--- src/inc/bool_eval_defs.svh ---
// constants for the boolean output logic evaluator
`ifndef BOOL_EVAL_DEFS_SVH
`define BOOL_EVAL_DEFS_SVH
`define OUT_COUNT 4
`define IN_COUNT 8
// register offsets
`define ADDR_CTRL 8'h00
`define ADDR_SOFT 8'h04
`define ADDR_DIRECT 8'h08
`define ADDR_STATUS 8'h0C
`define ADDR_MASK 8'h10
`define ADDR_ERR 8'h14
`define ADDR_INPUTS 8'h18
`define ADDR_OUTPUTS 8'h1C
`define ADDR_EXPR0 8'h20
// status field positions
`define ST_IN_LSB 0
`define ST_OUT_LSB 8
`define ST_ERR_LSB 12
// reset values
`define RST_WORD 32'h0000_0000
`endif

--- src/inc/bool_eval_pkg.sv ---
// types for the boolean output logic evaluator
package bool_eval_pkg;
  // operand source kind
  typedef enum logic [2:0] {SRC_NONE, SRC_IN, SRC_IN_N, SRC_SOFT, SRC_SOFT_N} src_e;
  // operator kind
  typedef enum logic [1:0] {OP_NONE, OP_OR, OP_AND, OP_XOR} op_e;
  // one operand: kind plus channel index
  typedef struct packed {
    src_e kind;
    logic [2:0] idx;
  } operand_s;
  // one expression (A x B) y C
  typedef struct packed {
    op_e opY;
    op_e opX;
    operand_s c;
    operand_s b;
    operand_s a;
  } expr_s;
endpackage

--- src/rtl/bool_eval.sv ---
// per-output boolean expression evaluator with register port and interrupts
// Notes on behaviour
// RULE1: each output: direct drive or expression
// RULE2: operands from inputs and soft inputs
// RULE3: interrupt on input or output change
// RULE4: expression true drives output on
// RULE5: independent expression per output
// RULE6: four expressions, three operands, two operators
// RULE7: combine a,b first, then with c
// RULE8: reset leaves all fields none
// RULE9: null expression holds output off
// RULE10: only four shapes accepted
// RULE11: single operand shape, output follows it
// RULE12: two operand shape checked
// RULE13: full shape needs all fields
// RULE14: host keeps and supplies configuration
// RULE15: operand selects none, input, soft, inverted
// RULE16: soft inputs written by host
// RULE17: operators none, or, and, xor
// RULE18: bad shape rejected, error flagged, old kept
// RULE19: evaluate every cycle on registered inputs
//
// Implementation choices: the strobed register port and the register offsets.
`timescale 1ns/1ps
`include "bool_eval_defs.svh"
`default_nettype none
module bool_eval
  import bool_eval_pkg::*;
#(
  parameter int NOUT = `OUT_COUNT,
  parameter int NIN = `IN_COUNT
) (
  input wire logic clk,
  input wire logic arst_n,
  input wire logic [7:0] addr,
  input wire logic [31:0] wdata,
  input wire logic wr,
  input wire logic rd,
  output logic [31:0] rdata,
  input wire logic [NIN-1:0] inPins,
  output logic [NOUT-1:0] outPins,
  output logic irq
);
  // operand value from its selection
  // RULE2: operands from pins and soft bits
  function automatic logic opnd(input operand_s o, input logic [7:0] hw, input logic [7:0] sw);
    logic v;
    v = 1'b0;
    // RULE15: five operand kinds decoded
    // undefined kinds read as false, but the shape check refuses them anyway
    case (o.kind)
      SRC_IN: v = hw[o.idx];
      SRC_IN_N: v = ~hw[o.idx];
      SRC_SOFT: v = sw[o.idx];
      SRC_SOFT_N: v = ~sw[o.idx];
      default: v = 1'b0;
    endcase
    return v;
  endfunction
  // apply one operator
  function automatic logic apply(input op_e op, input logic l, input logic r);
    logic v;
    v = 1'b0;
    // RULE17: or, and, xor; none passes left
    // passing the left side lets a short shape ride through unused operators
    case (op)
      OP_OR: v = l | r;
      OP_AND: v = l & r;
      OP_XOR: v = l ^ r;
      default: v = l;
    endcase
    return v;
  endfunction
  // operand field holds a legal non-none code
  function automatic logic used(input operand_s o);
    return o.kind inside {SRC_IN, SRC_IN_N, SRC_SOFT, SRC_SOFT_N};
  endfunction
  // accepted shapes only
  function automatic logic shapeOk(input expr_s e);
    logic nA, nB, nC, nX, nY, okK;
    nA = used(e.a);
    nB = used(e.b);
    nC = used(e.c);
    nX = e.opX != OP_NONE;
    nY = e.opY != OP_NONE;
    okK = (e.a.kind inside {SRC_NONE, SRC_IN, SRC_IN_N, SRC_SOFT, SRC_SOFT_N})
      && (e.b.kind inside {SRC_NONE, SRC_IN, SRC_IN_N, SRC_SOFT, SRC_SOFT_N})
      && (e.c.kind inside {SRC_NONE, SRC_IN, SRC_IN_N, SRC_SOFT, SRC_SOFT_N});
    // RULE10: defined kinds, one of four shapes
    return okK && (
      // RULE9: null shape is accepted
      (!nA && !nB && !nC && !nX && !nY)
      // RULE11: single operand shape
      || (nA && !nB && !nC && !nX && !nY)
      // RULE12: two operands, first operator
      || (nA && nB && nX && !nC && !nY)
      // RULE13: full shape needs every field
      || (nA && nB && nC && nX && nY));
  endfunction

  // control: bit n selects expression mode for output n
  logic [NOUT-1:0] ctrl_reg;
  // soft inputs from host output image
  logic [NIN-1:0] soft_reg;
  // direct output values from host
  logic [NOUT-1:0] direct_reg;
  // applied expressions, one per output
  // RULE5: independent expression per output
  expr_s expr_reg [NOUT];
  // registered input sample and output state
  logic [NIN-1:0] inSmp_reg;
  logic [NOUT-1:0] out_reg;
  // sticky status and its mask
  logic [31:0] status_reg;
  logic [31:0] mask_reg;
  logic [31:0] rdata_reg;

  // write decode
  wire logic wrCtrl = wr && addr == `ADDR_CTRL;
  wire logic wrSoft = wr && addr == `ADDR_SOFT;
  wire logic wrDirect = wr && addr == `ADDR_DIRECT;
  wire logic wrStatus = wr && addr == `ADDR_STATUS;
  wire logic wrMask = wr && addr == `ADDR_MASK;
  // expression slot hit by this write
  wire logic wrExprRange = wr && addr >= `ADDR_EXPR0 && addr < 8'(`ADDR_EXPR0 + 4 * NOUT);
  wire logic [7:0] exprOff = addr - `ADDR_EXPR0;
  // RULE6: slot index from output number
  // two index bits limit the block to four expression slots
  wire logic [1:0] exprIdx = exprOff[3:2];
  wire expr_s newExpr = expr_s'(wdata[$bits(expr_s)-1:0]);
  wire logic newOk = shapeOk(newExpr);

  // expression result and next output per output
  logic [NOUT-1:0] exprVal;
  logic [NOUT-1:0] out_next;
  always_comb begin
    for (int n = 0; n < NOUT; n++) begin
      // RULE7: a x b first, then y c
      exprVal[n] = apply(expr_reg[n].opY,
        apply(expr_reg[n].opX,
          opnd(expr_reg[n].a, inSmp_reg, soft_reg),
          opnd(expr_reg[n].b, inSmp_reg, soft_reg)),
        opnd(expr_reg[n].c, inSmp_reg, soft_reg));
      // RULE1: mode select per output
      // RULE4: expression value drives output
      out_next[n] = ctrl_reg[n] ? exprVal[n] : direct_reg[n];
    end
  end

  // change events: inputs, outputs, rejected writes
  wire logic [NIN-1:0] inChg = inPins ^ inSmp_reg;
  wire logic [NOUT-1:0] outChg = out_next ^ out_reg;
  wire logic errEv = wrExprRange && !newOk;
  logic [31:0] events;
  always_comb begin
    events = `RST_WORD;
    events[`ST_IN_LSB +: NIN] = inChg;
    events[`ST_OUT_LSB +: NOUT] = outChg;
    events[`ST_ERR_LSB] = errEv;
  end

  // read mux
  logic [31:0] rdMux;
  always_comb begin
    rdMux = `RST_WORD;
    case (addr)
      `ADDR_CTRL: rdMux[NOUT-1:0] = ctrl_reg;
      `ADDR_SOFT: rdMux[NIN-1:0] = soft_reg;
      `ADDR_DIRECT: rdMux[NOUT-1:0] = direct_reg;
      `ADDR_STATUS: rdMux = status_reg;
      `ADDR_MASK: rdMux = mask_reg;
      `ADDR_ERR: rdMux[0] = status_reg[`ST_ERR_LSB];
      `ADDR_INPUTS: rdMux[NIN-1:0] = inSmp_reg;
      `ADDR_OUTPUTS: rdMux[NOUT-1:0] = out_reg;
      default: begin
        // expression slots read back, others zero
        if (addr >= `ADDR_EXPR0 && addr < 8'(`ADDR_EXPR0 + 4 * NOUT)) begin
          rdMux[$bits(expr_s)-1:0] = expr_reg[exprIdx];
        end
      end
    endcase
  end

  // host written registers
  always_ff @(posedge clk or negedge arst_n) begin
    if (!arst_n) begin
      ctrl_reg <= '0;
      soft_reg <= '0;
      direct_reg <= '0;
      mask_reg <= `RST_WORD;
    end else begin
      if (wrCtrl) ctrl_reg <= wdata[NOUT-1:0];
      // RULE16: soft inputs from host image
      if (wrSoft) soft_reg <= wdata[NIN-1:0];
      if (wrDirect) direct_reg <= wdata[NOUT-1:0];
      if (wrMask) mask_reg <= wdata;
    end
  end

  // expression store, one independent slot per output
  always_ff @(posedge clk or negedge arst_n) begin
    if (!arst_n) begin
      // RULE8: all fields none after reset
      for (int n = 0; n < NOUT; n++) expr_reg[n] <= '0;
    end else begin
      // RULE18: only valid shapes replace old one
      if (wrExprRange && newOk) expr_reg[exprIdx] <= newExpr;
    end
  end

  // sampling, output state and read data
  always_ff @(posedge clk or negedge arst_n) begin
    if (!arst_n) begin
      inSmp_reg <= '0;
      out_reg <= '0;
      rdata_reg <= `RST_WORD;
    end else begin
      // RULE19: sample inputs every cycle
      inSmp_reg <= inPins;
      out_reg <= out_next;
      rdata_reg <= rd ? rdMux : `RST_WORD;
    end
  end

  // RULE3: sticky change flags, set beats clear
  always_ff @(posedge clk or negedge arst_n) begin
    if (!arst_n) status_reg <= `RST_WORD;
    else status_reg <= (status_reg & ~(wrStatus ? wdata : 32'h0000_0000)) | events;
  end

  assign outPins = out_reg;
  assign rdata = rdata_reg;
  assign irq = |(status_reg & mask_reg);
endmodule
`default_nettype wire

--- config.mk ---
export PLATFORM = sky130hd
export DESIGN_NAME = bool_eval
export DESIGN_NICKNAME = d
export VERILOG_FILES = /design/src/inc/bool_eval_pkg.sv /design/src/rtl/bool_eval.sv
export VERILOG_INCLUDE_DIRS = /design/src /design/src/inc
export SDC_FILE = /design/constraint.sdc
export NUM_CORES = 1
export LEC_CHECK = 0
export ABC_AREA = 1
export BUFFER_PORTS_ARGS = -buffer_cell sky130_fd_sc_hd__buf_2
export CORE_MARGIN = 2
export CORE_UTILIZATION = 65
export DETAILED_ROUTE_END_ITERATION = 6
export MAX_ROUTING_LAYER = met4
export PLACE_DENSITY = 0.88
export SLEW_MARGIN = 40
export SYNTH_ARGS = -nofsm -noshare
export SYNTH_HDL_FRONTEND = slang
export SYNTH_SLANG_ARGS = --single-unit
--- constraint.sdc ---
create_clock -name clk -period 7.7 [get_ports clk]
set_input_delay 1.54 -clock clk [delete_from_list [all_inputs] [get_ports clk]]
set_output_delay 1.54 -clock clk [all_outputs]
set_load 0.01 [all_outputs]
==> impl_metrics.yaml <==
detailed_routing:
  wl_per_cell_um: 20.5
  post_drt_via_cell_ratio: 6.41
  drt_first_pass_iters: 7
  drt_wl_total_mm: 39.0
  initialDrtViolationCount: 1720
  routed-via-count: 12200
  ant_nets: 0
  remaining_drc_errors: 0
final_layout:
  final_cells: 1907
  area_growth_pct: 9.82
  fillers: 1413
  final_nets: 1725
  drive_gt1_share_pct: 13.1
  largest_reg_flops: 88
  diodes: 0
  final_cell_area_mm2: 0.0135
placement:
  dp.cells: 1864
  hpwl_mm: 26.6
  gp_congestion: 0.994
  pre_cts_ws_ns: 3.54
  portBuffers: 88
  post_dp_cell_area_mm2: 0.0127
synthesis:
  synth.avg_cell_area_um2: 7.64
  ys_seq_elements: 212
  synth.distinct_cells: 43
  synth_edf_count: 0
  syn_inst: 1614
  synthArstFlopShare_pct: 100
  synth_warnings: 0
  netlist.area_leader.share_pct: 43.0
  yosysTopAreaCell: "dfrtp_1"
  synth_top_flop_cell: "dfrtp_1"
  ys_seq_area_share_pct: 43.0
  syn-num-nets: 1682
  synthTopCellsByArea: "dfrtp_1 (43%), nand2_1 (13%), o21ai_0 (7.7%)"
  synth_area_mm2: 0.0123
worst_setup_path:
  crit_type: "primary input to register"
  endpoint_kind: "register"
  cp_common_cell: "nand2_1"
  path_buf_inv: 3
  max_stage_delay_ns: 0.77
  cp_cell_sequence: "buf_2 -> nand2_1 -> nor2_1 -> nand2_1 -> clkinv_1 -> nand2_2 -> o21ai_0 -> inv_1"
  critPathArrivalTime_ns: 4.21
  start_kind: "primary input"
  critPathTopFamily: "simple AND/OR/NAND/NOR gates"
  critPathRequiredTime_ns: 8.15
  cp_max_fo: 32
  cp_slowest_cell: "nand2_2"
cts:
  clkSinkCount: 212
  path_clk_slew_ns: 0.06
  cts_setup_buffers: 0
  cts-resized-gates: 0
  clk_path_buf_depth: 3
  htreeDepth: 1
  ctsHoldBuffers: 0
  cts_tree: "built"
  numCtsBuffers: 24
  cts_root_buf: "clkbuf_16"
  clkLatencyLatePin_ns: 0.53
floorplan:
  die-width_um: 142
  die-area_mm2: 0.0201
  top_level_ports: 89
  chipHeight_um: 142
  row_count: 50
  coreArea_mm2: 0.0186
  start_util_pct: 66.2
timing:
  whs_ns: 0.489
  period_share_pct: 48.8
  rsz0062_at_grt: "no"
  tightest_slew_ns: 0.853
  finalHoldViolCount: 0
  maxSlewViolCount: 0
  max_slew_margin_pct: 43.1
  fin_tns_setup_ns: 0
  setup_violations: 0
  fin_ws_ns: 3.94
  max_freq_ghz: 0.266
  period_needed_ns: 3.76
  fin_skew_ns: 0.0139
power:
  p_per_area_mw_per_mm2: 205
  ir_drop_mv: 0.190
  cellLeakagePower_nw: 6.60
global_route:
  antenna_found_initial: 0
  grt_max_degree: 129
  grt_pass1_wl_mm: 60.5
  grt_pass1_vias: 11300
  groute.usage.overall_pct: 40.2
  globalRouteOverflowTotal: 0
flow_run:
  drv_cap: 0
outcome:
  status: "completed"
worst_hold_path:
  hold_path_class: "register to register"
==> cell type report <==
| cell class | count | area, um2 | share of cell area [%] |
|---|---|---|---|
| clock inverter | 11 | 161 | 1.19 |
| inverter | 210 | 788 | 5.82 |
| clock buffer | 31 | 678 | 5.01 |
| multi-input combinational | 1119 | 5840 | 43.1 |
| tap | 234 | 293 | 2.16 |
| sequential | 212 | 5310 | 39.2 |
| timing repair buffer | 90 | 485 | 3.58 |
==> layout by cell type, fill, tap and decap left out, types with 16 or more instances in the layout <==
cell,Yosys,routed
o21ai_2,72,72
nor2_1,48,48
o21ai_0,191,191
dfrtp_1,212,212
ha_1,16,16
inv_1,199,199
o22ai_1,20,20
buf_2,12,87
nand3_1,111,111
a21oi_1,127,127
clkbuf_16,0,26
nand2_1,417,415
o2111ai_1,16,16
==> worst reg2reg max path: stages (launching register included) <==
cell      delay, ns
dfrtp_1        0.38
inv_1          0.56
a21oi_1        0.18
o21ai_0        0.11
nand2_1        0.08
nand2_1        0.12
a21oi_1        0.10
a311oi_1       0.25
nor2_1         0.12
inv_1          0.07
ha_1           0.22
a21oi_1        0.15
a32oi_1        0.06
nand2_1        0.17
inv_1          0.07
ha_1           0.27
nand2_1        0.05
a221oi_1       0.27
nand2_1        0.14
nand3_1        0.09
nand3_1        0.08
==> cells by family (layout without fill, tap and decap cells) <==
family | Yosys count | count (layout) | share of synthesized area (%)
AOI/OAI and AO/OA | 481 | 481 | 23.7
xor gates and xnor gates | 8 | 8 | 0.568
adders and majority gates | 16 | 16 | 1.62
buffers and inverters | 283 | 342 | 9.77
DFF | 212 | 212 | 43.0
and+or+nand+nor | 614 | 614 | 21.3
==> through the flow <==
stage          total power, mW  utilization (%)
2_1_floorplan             1.41                -
3_3_place_gp              1.54             68.0
3_5_place_dp              1.55             68.1
4_1_cts                   2.76             72.6
5_1_grt                   2.86             72.7
6_report                  2.78             72.7
==> where the power goes <==
| group | internal, mW | switching (mW) | total (mW) |
|---|---|---|---|
| logic | 0.103 | 0.237 | 0.340 |
| clock network | 0.753 | 0.473 | 1.23 |
| registers | 1.15 | 0.0539 | 1.21 |
==> cell usage after synthesis (5+ instances only) <==
cell       count
o31ai_1        7
inv_1        199
buf_2         12
clkbuf_1      43
nand3_1      111
o21ai_0      191
o22ai_1       20
o2111ai_1     16
a22oi_1        6
nor2_1        48
nand2_1      417
nor3_1         8
o21ai_1        5
a221oi_1       8
clkinv_1       9
dfrtp_1      212
o21ai_2       72
a22o_1        13
buf_6         17
a311oi_1       6
a21oi_1      127
xnor2_1        8
nand4_1       12
ha_1          16
==> routing by layer <==
layer	global-route usage, %	vias up	routed length, um
met1	52.7	5666	14200
met5	-	-	0
li1	-	5469	-
met2	58.0	868	16800
met4	21.8	0	2620
met3	9.79	228	5480
==> worst paths after layout <==
path | startpoint | end | slack [ns] | cells past startpoint
setup / recovery | addr[3] | status_reg[17]$_DFF_PN0_ | 3.94 | 8
hold / removal | ctrl_reg[3]$_DFFE_PN0P_ | ctrl_reg[3]$_DFFE_PN0P_ | 0.49 | 2
setup reg to reg | inSmp_reg[2]$_DFF_PN0_ | status_reg[8]$_DFF_PN0_ | 4.02 | 20
hold reg to reg | ctrl_reg[3]$_DFFE_PN0P_ | ctrl_reg[3]$_DFFE_PN0P_ | 0.49 | 2
max in group asynchronous | arst_n | expr_reg[18]$_DFFE_PN0P_ | 5.44 | 2
min in group asynchronous | arst_n | expr_reg[47]$_DFFE_PN0P_ | 1.04 | 1
(Power assumes the default switching activity.)
